==> src/fwh_pkg.sv <==
package fwh_pkg;
	// Word framing
	localparam int WORD_BITS = 16;
	localparam int BYTE_BITS = 8;
	localparam logic [3:0] LAST_BIT = 4'hF;
	localparam logic [15:0] WORD_RST = 16'h0000;
	localparam logic [7:0] BYTE_RST = 8'h00;
	// Timing
	localparam int CLK_HZ = 100000000;
	localparam int NOT_READY_MS = 500;
	localparam int NOT_READY_CYC = NOT_READY_MS * (CLK_HZ / 1000);
	localparam int SYNC_STAGES = 2;
	// Link selection switch value for the local driver set
	localparam logic LINK_LOCAL = 1'b0;
	// Synchroniser lane positions inside one driver set
	localparam int LN_REQ = 0;
	localparam int LN_STB = 1;
	localparam int LN_DAT = 2;
	localparam int LN_LST = 3;
	localparam int LANES = 4;

	typedef enum logic [1:0] {TX_IDLE, TX_WAIT_REQ, TX_STROBE} fwh_tx_state_t;
	typedef enum logic [1:0] {RX_IDLE, RX_REQ, RX_ACK} fwh_rx_state_t;

	// Serial order: low byte bit 7 first down to 0, then bits 15 to 8
	function automatic logic [3:0] fwh_bit_pos(input logic [3:0] cnt);
		fwh_bit_pos = {cnt[3], ~cnt[2:0]};
	endfunction : fwh_bit_pos
endpackage : fwh_pkg

==> src/fwh_sync.sv <==
`timescale 1ns/1ps
module fwh_sync #(
	parameter int WIDTH = 1,
	parameter int STAGES = 2
) (
	input wire logic ref_clk_i, // Clock
	input wire logic rst_b_i, // Async reset, active low
	input wire logic clk_en_i, // Clock enable
	input wire logic [WIDTH-1:0] async_i, // Raw inputs
	output logic [WIDTH-1:0] sync_o // Synchronised inputs
);
	logic [STAGES*WIDTH-1:0] chain_q;
	logic [STAGES*WIDTH-1:0] chain_d;

	// Refuse chains too short to settle metastability
	if (STAGES < 2) begin : g_chk
		$error("fwh_sync needs at least two stages");
	end

	// Shift each lane one stage onward
	always_comb begin
		chain_d = {chain_q[(STAGES-1)*WIDTH-1:0], async_i};
	end

	always_ff @(posedge ref_clk_i or negedge rst_b_i) begin
		if (!rst_b_i) begin
			chain_q <= '0;
		end else if (clk_en_i) begin
			chain_q <= chain_d;
		end
	end

	assign sync_o = chain_q[STAGES*WIDTH-1 -: WIDTH];
endmodule : fwh_sync

==> src/fwh_line_unit.sv <==
`timescale 1ns/1ps
// What this block does
// - Buffer-empty set at reset/clear and after a whole word is sent.
// - High byte write clears buffer-empty; bit one is strobed once remote ready is seen.
// - Transmitter drops strobe after remote drops its ready line.
// - Per-bit handshake repeats for 16 bits, then buffer-empty sets.
// - Receiver idles after clear; get-word raises our request line.
// - Remote answers request with strobe and data; we capture the bit.
// - After capture we drop request; remote then drops its strobe.
// - Re-request per bit until 16; then no request, set data-available.
// - Strobe is raised only while the receiver's ready line is true.
// - Ready drops only after data taken and while strobe is true.
// - Strobe drops after ready falls; new ready only after strobe low.
// - Switch picks local or distant drivers; only that set is active.
// - Reading high received byte clears data-available; low byte does not.
// - Final-bit enable, self clearing, raises last-bit on sixteenth bit.
// - Remote last-bit sets message end, reported with data-available.
// - Not-ready clears 500 ms after remote ready; holds line error set.
module fwh_line_unit
	import fwh_pkg::*;
#(
	parameter int NOT_READY_CYCLES = NOT_READY_CYC
) (
	input wire logic ref_clk_i, // 100 MHz clock
	input wire logic rst_b_i, // Async reset, active low
	input wire logic clk_en_i, // Freezes all state when low
	input wire logic [7:0] tx_byte_i, // Transmit byte data
	input wire logic tx_low_wr_i, // Write low transmit byte
	input wire logic tx_high_wr_i, // Write high byte, starts word
	input wire logic final_bit_set_i, // Set final-bit enable
	input wire logic tx_clear_i, // Transmit clear level
	input wire logic err_clear_i, // Error clear toggle level
	input wire logic rx_clear_i, // Receive clear level
	input wire logic host_ready_i, // Host online request
	input wire logic get_word_i, // Get-word command pulse
	input wire logic rx_high_rd_i, // Read of high received byte
	input wire logic link_select_i, // 0 local, 1 distant
	input wire logic [3:0] loc_link_i, // Local rx: last,data,strb,req
	input wire logic [3:0] dist_link_i, // Distant rx: last,data,strb,req
	input wire logic remote_ready_i, // Remote relay closed
	output logic [3:0] loc_link_o, // Local tx: last,data,strb,req
	output logic [3:0] dist_link_o, // Distant tx: last,data,strb,req
	output logic host_ready_o, // Host relay drive
	output logic [7:0] rx_low_byte_o, // Received low byte
	output logic [7:0] rx_high_byte_o, // Received high byte
	output logic buffer_empty_o, // Transmit buffer empty
	output logic data_avail_o, // Received word ready
	output logic message_end_flag_o, // Remote last bit seen
	output logic line_error_o, // Line error flag
	output logic remote_not_ready_o, // Remote offline
	output logic remote_bit_request_o, // Remote ready-for-bit
	output logic final_bit_enable_o // Final-bit enable state
);
	localparam int NRW = $clog2(NOT_READY_CYCLES + 1);

	if (NOT_READY_CYCLES < 1) begin : g_chk
		$error("NOT_READY_CYCLES must be at least one");
	end

	logic [2*LANES:0] sync_s;
	logic [LANES-1:0] link_s;
	logic req_s, stb_s, dat_s, lst_s, rdy_s;

	fwh_sync #(.WIDTH(2*LANES+1), .STAGES(SYNC_STAGES)) u_sync (
		.ref_clk_i(ref_clk_i),
		.rst_b_i(rst_b_i),
		.clk_en_i(clk_en_i),
		.async_i({dist_link_i, loc_link_i, remote_ready_i}),
		.sync_o(sync_s)
	);

	assign link_s = (link_select_i == LINK_LOCAL) ? sync_s[LANES:1] :
		sync_s[2*LANES:LANES+1];
	assign req_s = link_s[LN_REQ];
	assign stb_s = link_s[LN_STB];
	assign dat_s = link_s[LN_DAT];
	assign lst_s = link_s[LN_LST];
	assign rdy_s = sync_s[0];

	// Transmit state
	fwh_tx_state_t tx_st_q, tx_st_d;
	logic [3:0] tx_cnt_q, tx_cnt_d;
	logic [15:0] tx_word_q, tx_word_d;
	logic tx_stb_q, tx_stb_d, tx_dat_q, tx_dat_d, tx_lst_q, tx_lst_d;
	logic empty_q, empty_d, fbe_q, fbe_d, armed_q, armed_d;

	// Transmit next state
	always_comb begin
		tx_st_d = tx_st_q;
		tx_cnt_d = tx_cnt_q;
		tx_word_d = tx_word_q;
		tx_stb_d = tx_stb_q;
		tx_dat_d = tx_dat_q;
		tx_lst_d = tx_lst_q;
		empty_d = empty_q;
		armed_d = armed_q;
		fbe_d = fbe_q | final_bit_set_i;
		if (tx_low_wr_i) begin
			tx_word_d[7:0] = tx_byte_i;
		end
		if (tx_clear_i) begin
			tx_st_d = TX_IDLE;
			tx_cnt_d = 4'h0;
			tx_stb_d = 1'b0;
			tx_dat_d = 1'b0;
			tx_lst_d = 1'b0;
			empty_d = 1'b1;
			armed_d = 1'b0;
			fbe_d = 1'b0;
		end else begin
			unique case (tx_st_q)
				TX_IDLE: begin
					if (tx_high_wr_i && empty_q) begin
						tx_word_d[15:8] = tx_byte_i;
						empty_d = 1'b0;
						armed_d = fbe_q;
						fbe_d = final_bit_set_i;
						tx_cnt_d = 4'h0;
						tx_st_d = TX_WAIT_REQ;
					end
				end
				TX_WAIT_REQ: begin
					if (req_s) begin
						tx_dat_d = tx_word_q[fwh_bit_pos(tx_cnt_q)];
						tx_lst_d = armed_q && (tx_cnt_q == LAST_BIT);
						tx_stb_d = 1'b1;
						tx_st_d = TX_STROBE;
					end
				end
				TX_STROBE: begin
					if (!req_s) begin
						tx_stb_d = 1'b0;
						tx_lst_d = 1'b0;
						if (tx_cnt_q == LAST_BIT) begin
							empty_d = 1'b1;
							armed_d = 1'b0;
							tx_st_d = TX_IDLE;
						end else begin
							tx_cnt_d = tx_cnt_q + 4'h1;
							tx_st_d = TX_WAIT_REQ;
						end
					end
				end
			endcase
		end
	end

	always_ff @(posedge ref_clk_i or negedge rst_b_i) begin
		if (!rst_b_i) begin
			tx_st_q <= TX_IDLE;
			tx_cnt_q <= 4'h0;
			tx_word_q <= WORD_RST;
			tx_stb_q <= 1'b0;
			tx_dat_q <= 1'b0;
			tx_lst_q <= 1'b0;
			empty_q <= 1'b1;
			armed_q <= 1'b0;
			fbe_q <= 1'b0;
		end else if (clk_en_i) begin
			tx_st_q <= tx_st_d;
			tx_cnt_q <= tx_cnt_d;
			tx_word_q <= tx_word_d;
			tx_stb_q <= tx_stb_d;
			tx_dat_q <= tx_dat_d;
			tx_lst_q <= tx_lst_d;
			empty_q <= empty_d;
			armed_q <= armed_d;
			fbe_q <= fbe_d;
		end
	end

	// Receive state
	fwh_rx_state_t rx_st_q, rx_st_d;
	logic [3:0] rx_cnt_q, rx_cnt_d;
	logic [15:0] rx_word_q, rx_word_d;
	logic rx_req_q, rx_req_d, eom_q, eom_d;
	logic avail_q, avail_d, mend_q, mend_d;

	// Receive next state
	always_comb begin
		rx_st_d = rx_st_q;
		rx_cnt_d = rx_cnt_q;
		rx_word_d = rx_word_q;
		rx_req_d = rx_req_q;
		eom_d = eom_q;
		avail_d = avail_q;
		mend_d = mend_q;
		if (rx_high_rd_i) begin
			avail_d = 1'b0;
			mend_d = 1'b0;
		end
		if (rx_clear_i) begin
			rx_st_d = RX_IDLE;
			rx_cnt_d = 4'h0;
			rx_word_d = WORD_RST;
			rx_req_d = 1'b0;
			eom_d = 1'b0;
			avail_d = 1'b0;
			mend_d = 1'b0;
		end else begin
			unique case (rx_st_q)
				RX_IDLE: begin
					if (get_word_i) begin
						rx_req_d = 1'b1;
						rx_cnt_d = 4'h0;
						eom_d = 1'b0;
						rx_st_d = RX_REQ;
					end
				end
				RX_REQ: begin
					if (stb_s) begin
						rx_word_d[fwh_bit_pos(rx_cnt_q)] = dat_s;
						eom_d = eom_q | lst_s;
						rx_req_d = 1'b0;
						rx_st_d = RX_ACK;
					end
				end
				RX_ACK: begin
					// next request only after strobe low
					if (!stb_s) begin
						if (rx_cnt_q == LAST_BIT) begin
							avail_d = 1'b1;
							mend_d = eom_q;
							rx_st_d = RX_IDLE;
						end else begin
							rx_cnt_d = rx_cnt_q + 4'h1;
							rx_req_d = 1'b1;
							rx_st_d = RX_REQ;
						end
					end
				end
			endcase
		end
	end

	always_ff @(posedge ref_clk_i or negedge rst_b_i) begin
		if (!rst_b_i) begin
			rx_st_q <= RX_IDLE;
			rx_cnt_q <= 4'h0;
			rx_word_q <= WORD_RST;
			rx_req_q <= 1'b0;
			eom_q <= 1'b0;
			avail_q <= 1'b0;
			mend_q <= 1'b0;
		end else if (clk_en_i) begin
			rx_st_q <= rx_st_d;
			rx_cnt_q <= rx_cnt_d;
			rx_word_q <= rx_word_d;
			rx_req_q <= rx_req_d;
			eom_q <= eom_d;
			avail_q <= avail_d;
			mend_q <= mend_d;
		end
	end

	// Line status state
	logic nr_q, nr_d, err_q, err_d, eclr_q, host_q, host_d;
	logic [NRW-1:0] nr_cnt_q, nr_cnt_d;

	always_comb begin
		nr_d = nr_q;
		nr_cnt_d = nr_cnt_q;
		err_d = err_q;
		host_d = host_ready_i & ~rx_clear_i;
		if (!rdy_s) begin
			nr_d = 1'b1;
			nr_cnt_d = '0;
		end else if (nr_q) begin
			if (nr_cnt_q == NRW'(NOT_READY_CYCLES - 1)) begin
				nr_d = 1'b0;
			end else begin
				nr_cnt_d = nr_cnt_q + 1'b1;
			end
		end
		if (eclr_q && !err_clear_i && !nr_q) begin
			err_d = 1'b0;
		end
		if (nr_q || !rdy_s) begin
			err_d = 1'b1;
		end
	end

	always_ff @(posedge ref_clk_i or negedge rst_b_i) begin
		if (!rst_b_i) begin
			nr_q <= 1'b1;
			nr_cnt_q <= '0;
			err_q <= 1'b1;
			eclr_q <= 1'b0;
			host_q <= 1'b0;
		end else if (clk_en_i) begin
			nr_q <= nr_d;
			nr_cnt_q <= nr_cnt_d;
			err_q <= err_d;
			eclr_q <= err_clear_i;
			host_q <= host_d;
		end
	end

	logic [LANES-1:0] tx_lanes;
	assign tx_lanes = {tx_lst_q, tx_dat_q, tx_stb_q, rx_req_q};
	assign loc_link_o = (link_select_i == LINK_LOCAL) ? tx_lanes : '0;
	assign dist_link_o = (link_select_i == LINK_LOCAL) ? '0 : tx_lanes;

	// Status outputs
	assign host_ready_o = host_q;
	assign rx_low_byte_o = rx_word_q[7:0];
	assign rx_high_byte_o = rx_word_q[15:8];
	assign buffer_empty_o = empty_q;
	assign data_avail_o = avail_q;
	assign message_end_flag_o = mend_q;
	assign line_error_o = err_q;
	assign remote_not_ready_o = nr_q;
	assign remote_bit_request_o = req_s;
	assign final_bit_enable_o = fbe_q;

	AST_START_CLEARS_EMPTY: assert property (
		@(posedge ref_clk_i) disable iff (!rst_b_i)
		clk_en_i && !tx_clear_i && tx_high_wr_i && empty_q
		|=> !empty_q && tx_st_q == TX_WAIT_REQ
	) else $error("high byte write did not start a word");

	AST_STROBE_NEEDS_REQ: assert property (
		@(posedge ref_clk_i) disable iff (!rst_b_i)
		$rose(tx_stb_q) |-> $past(req_s)
	) else $error("strobe raised without remote request");

	// strobe falls only after request low
	AST_STROBE_DROP: assert property (
		@(posedge ref_clk_i) disable iff (!rst_b_i)
		$fell(tx_stb_q) && !$past(tx_clear_i) |-> !$past(req_s)
	) else $error("strobe dropped while request still high");

	AST_WORD_DONE_EMPTY: assert property (
		@(posedge ref_clk_i) disable iff (!rst_b_i)
		clk_en_i && tx_st_q == TX_STROBE && tx_cnt_q == LAST_BIT && !req_s
		|=> empty_q && !tx_stb_q
	) else $error("buffer empty not set after sixteenth bit");

	// last-bit line only on sixteenth bit
	AST_LAST_ON_FINAL: assert property (
		@(posedge ref_clk_i) disable iff (!rst_b_i)
		tx_lst_q |-> tx_stb_q && tx_cnt_q == LAST_BIT
	) else $error("last-bit line outside sixteenth bit");

	AST_GET_WORD_REQ: assert property (
		@(posedge ref_clk_i) disable iff (!rst_b_i)
		clk_en_i && !rx_clear_i && get_word_i && rx_st_q == RX_IDLE
		|=> rx_req_q
	) else $error("get-word did not raise the request");

	// request drops only while strobe high
	AST_REQ_DROP: assert property (
		@(posedge ref_clk_i) disable iff (!rst_b_i)
		$fell(rx_req_q) && !$past(rx_clear_i) |-> $past(stb_s)
	) else $error("request dropped without strobe");

	AST_NO_REQ_AFTER_WORD: assert property (
		@(posedge ref_clk_i) disable iff (!rst_b_i)
		$rose(avail_q) |-> !rx_req_q && rx_cnt_q == LAST_BIT
	) else $error("data available without sixteen bits");

	AST_HIGH_READ_CLEARS: assert property (
		@(posedge ref_clk_i) disable iff (!rst_b_i)
		clk_en_i && rx_high_rd_i && rx_st_q != RX_ACK |=> !avail_q && !mend_q
	) else $error("high byte read left flags set");

	AST_NOT_READY_ERROR: assert property (
		@(posedge ref_clk_i) disable iff (!rst_b_i)
		nr_q |-> err_q
	) else $error("line error clear while remote not ready");
endmodule : fwh_line_unit

==> config.mk <==
export PLATFORM = sky130hd
export DESIGN_NAME = fwh_line_unit
export DESIGN_NICKNAME = d
export VERILOG_FILES = /design/src/fwh_pkg.sv /design/src/fwh_sync.sv /design/src/fwh_line_unit.sv
export SDC_FILE = /design/constraint.sdc
export NUM_CORES = 1
export LEC_CHECK = 0
export BUFFER_PORTS_ARGS = -buffer_cell sky130_fd_sc_hd__buf_2
export CAP_MARGIN = 20
export CELL_PAD_IN_SITES_DETAIL_PLACEMENT = 1
export CELL_PAD_IN_SITES_GLOBAL_PLACEMENT = 2
export CORE_UTILIZATION = 40
export CTS_CLUSTER_SIZE = 25
export DETAILED_ROUTE_END_ITERATION = 12
export PLACE_DENSITY_LB_ADDON = 0.05
export RECOVER_POWER = 50
export SKIP_LAST_GASP = 1
export SYNTH_ARGS = -nofsm -noshare
export SYNTH_HDL_FRONTEND = slang
export SYNTH_SLANG_ARGS = --single-unit
==> constraint.sdc <==
create_clock -name ref_clk_i -period 5.8 [get_ports ref_clk_i]
set_clock_uncertainty 0.2 [all_clocks]
set_input_delay 1.16 -clock ref_clk_i [delete_from_list [all_inputs] [get_ports ref_clk_i]]
set_output_delay 1.16 -clock ref_clk_i [all_outputs]
set_load 0.03 [all_outputs]
==> impl_metrics.env <==
export IMPL_path_clk_slew_ns=0.07
export IMPL_viasPerCell=5.61
export IMPL_ys_flop_type="dfrtp_1"
export IMPL_ios=62
export IMPL_synth_cell_area_um2=5180
export IMPL_yosys_cell_count_top_type="dfrtp_1"
export IMPL_grt_pass1_wl_um=21500
export IMPL_die_area_um2=13400
export IMPL_synthTopCellsByCount="dfrtp_1 (99), o21ai_0 (68), nand2_1 (38)"
export IMPL_post_cts_buffers=0
export IMPL_p_per_area_nw_per_um2=300
export IMPL_max_freq_ghz=0.286
export IMPL_syn_inst=506
export IMPL_die_x_um=116
export IMPL_synthToLayoutAreaGrowth_pct=13.3
export IMPL_crit_fanout=12
export IMPL_synth_top_area_cell="dfrtp_1"
export IMPL_maxCapViolCount=1
export IMPL_wirelength_um=12600
export IMPL_hold_buffers=0
export IMPL_setup_tns_final_ns=0
export IMPL_nets=584
export IMPL_first_pass_iters=4
export IMPL_clock_latency_ns=0.35
export IMPL_synth_xor_area_share_pct=0
export IMPL_failed_checks="max-capacitance violations, max-slew violations"
export IMPL_hold_path_class="register to register"
export IMPL_synth_yosys_seq_area_share_pct=49.3
export IMPL_drc=0
export IMPL_gp_congestion=0.740
export IMPL_critPathLaunchType="input port"
export IMPL_rows=41
export IMPL_cp_end_kind="primary output"
export IMPL_synth_seq_cells=102
export IMPL_fin_crit_sh_pct=60.3
export IMPL_async_reset_ff_share_pct=100
export IMPL_nFillCells=1433
export IMPL_die_h_um=116
export IMPL_core_area_um2=12600
export IMPL_clockBufferDepth=2
export IMPL_p_leak_nw=2.50
export IMPL_cts_sinks=102
export IMPL_synthSimpleGateAreaFrac_pct=15.1
export IMPL_critPathArrivalTime_ns=2.13
export IMPL_antenna_found_initial=0
export IMPL_grt_overflow=0
export IMPL_cts_buffers=9
export IMPL_hold_ws_ns=0.267
export IMPL_syn_area_per_cell_um2=10.2
export IMPL_synth_edf_count=0
export IMPL_grt_usage_pct=20.6
export IMPL_drt_iter0_markers=169
export IMPL_outcome="complete, but fails checks"
export IMPL_yosysWarnings=0
export IMPL_worst_setup_path_type="input port to primary output"
export IMPL_synth_top_family_by_area="compound AO/OA/AOI/OAI gates"
export IMPL_setup_violations=0
export IMPL_rsz0062_at_grt="false"
export IMPL_synthAdderAreaFrac_pct=1.45
export IMPL_report_final_slew_viol_count=39
export IMPL_cts_root_buf="clkbuf_16"
export IMPL_h_tree_depth=3
export IMPL_required_ns=4.44
export IMPL_grt_pass1_vias=4154
export IMPL_synth_mux_area_share_pct=11.0
export IMPL_syn_nets=542
export IMPL_post_route_min_period_ns=3.49
export IMPL_cts_resized=0
export IMPL_cts_tree="built"
export IMPL_yosysTopAreaCellShare_pct=47.8
export IMPL_ys_types=58
export IMPL_synth_compound_area_share_pct=19.0
export IMPL_start_util_pct=41.1
export IMPL_diodes=0
export IMPL_max_slew_margin_rel_pct=-39.9
export IMPL_wl_per_cell_um=17.4
export IMPL_drtAntennaViolNets=0
export IMPL_grt_max_degree=66
export IMPL_via_count=4070
export IMPL_finalHoldViolCount=0
export IMPL_ir_worst_vdd_mv=0.212
export IMPL_layout_drive_gt1_share_pct=19.7
export IMPL_worstMarginPinSlew_ns=2.10
export IMPL_synth_area_leaders="dfrtp_1 (48%), mux2_2 (7.8%), o21ai_0 (6.6%)"
export IMPL_dp_hpwl_um=8570
export IMPL_io_buffers=61
## stage by stage
stage	cell area (um^2)	instances	power, W	utilization (%)	setup WS [ns]
after floorplan	5180	506	0.00103	-	2.63
after global placement	5580	709	0.00111	44.2	2.05
after detailed placement	5580	709	0.00112	44.2	1.95
after CTS	5900	725	0.00179	46.8	2.30
after global routing	5880	725	0.00186	46.6	1.86
final	5880	725	0.00176	46.6	2.31
## placed cells by master (no fill, tap or decap), types with 3 or more instances in the layout
cell and instances:
buf_2 40, buf_4 3, nor2b_1 4, mux4_2 5, nand2_1 38, nor4_1 6
nand3_1 20, mux2_2 36, dfrtp_1 99, a21oi_1 29, o41ai_1 6, o2bb2ai_1 3
or3_1 3, a21o_1 4, and2_1 9, mux2i_1 4, dfstp_2 3, nand2b_1 7
nor2_1 23, a41oi_1 4, nand4_1 8, clkbuf_1 22, ha_1 6, o21ai_0 67
and3_1 5, clkbuf_16 9, nor3_1 7, inv_1 17, o31ai_1 13, a31oi_1 6
a22o_1 5
## report_power, final
group          internal, W  leakage, nW  switching [W]  total [W]
Combinational     0.000115         1.02       0.000148   0.000262
Clock             0.000383        0.151       0.000280   0.000663
Sequential        0.000784         1.33      0.0000552   0.000839
Total              0.00128         2.50       0.000483    0.00176
## cell families after synthesis
logic type	after synthesis
adders and majority gates	6
buffers and inverters	50
AOI/OAI and AO/OA	159
and+or+nand+nor	143
DFF	102
muxes	46
## area by class of cell
| class | count | area, um^2 | share of cell area (%) |
|---|---|---|---|
| sequential | 102 | 2560 | 43.5 |
| multi-input combinational | 354 | 2410 | 41.1 |
| timing repair buffer | 64 | 302 | 5.13 |
| clock buffer | 10 | 229 | 3.90 |
| tap | 172 | 215 | 3.66 |
| clock inverter | 6 | 95.1 | 1.62 |
| inverter | 17 | 63.8 | 1.09 |
## critical path, stage by stage
cell and delay (ns):
buf_2 0.24, mux2i_1 0.43, inv_1 0.10, buf_2 0.20
## metal layers
metal	vias up	wire length, um	part of all wire (%)	track usage [%]
met3	12	372	2.9	5.18
met4	0	141	1.1	4.10
met1	2053	6100	48	27.3
met2	52	6020	48	34.3
li1	1953	-	-	-
met5	-	0	0	0
## sequential cells by signal, indices dropped and copies added, names as in the netlist, 2 cells and up
name and cells:
tx_st_q 2, rx_cnt_q 4, nr_cnt_q 26, rx_word_q 16, u_sync.chain_q 18, tx_cnt_q 4, rx_st_q 2, tx_word_q 16
## worst paths after layout
| check | from | end | slack, ns | depth (start not counted) |
|---|---|---|---|---|
| worst max-delay path | link_select_i | remote_bit_request_o | 2.31 | 4 |
| worst min-delay path | nr_cnt_q[21]$_DFFE_PN0P_ | nr_cnt_q[21]$_DFFE_PN0P_ | 0.27 | 1 |
| worst max register to register | u_sync.chain_q[9]$_DFFE_PN0P_ | nr_cnt_q[22]$_DFFE_PN0P_ | 3.04 | 6 |
| worst min register to register | nr_cnt_q[21]$_DFFE_PN0P_ | nr_cnt_q[21]$_DFFE_PN0P_ | 0.27 | 1 |
| max in group asynchronous | rst_b_i | message_end_flag_o$_DFFE_PN0P_ | 2.41 | 2 |
| min in group asynchronous | rst_b_i | nr_cnt_q[8]$_DFFE_PN0P_ | 1.20 | 1 |
No activity file was read; power rests on OpenSTA's default activity.
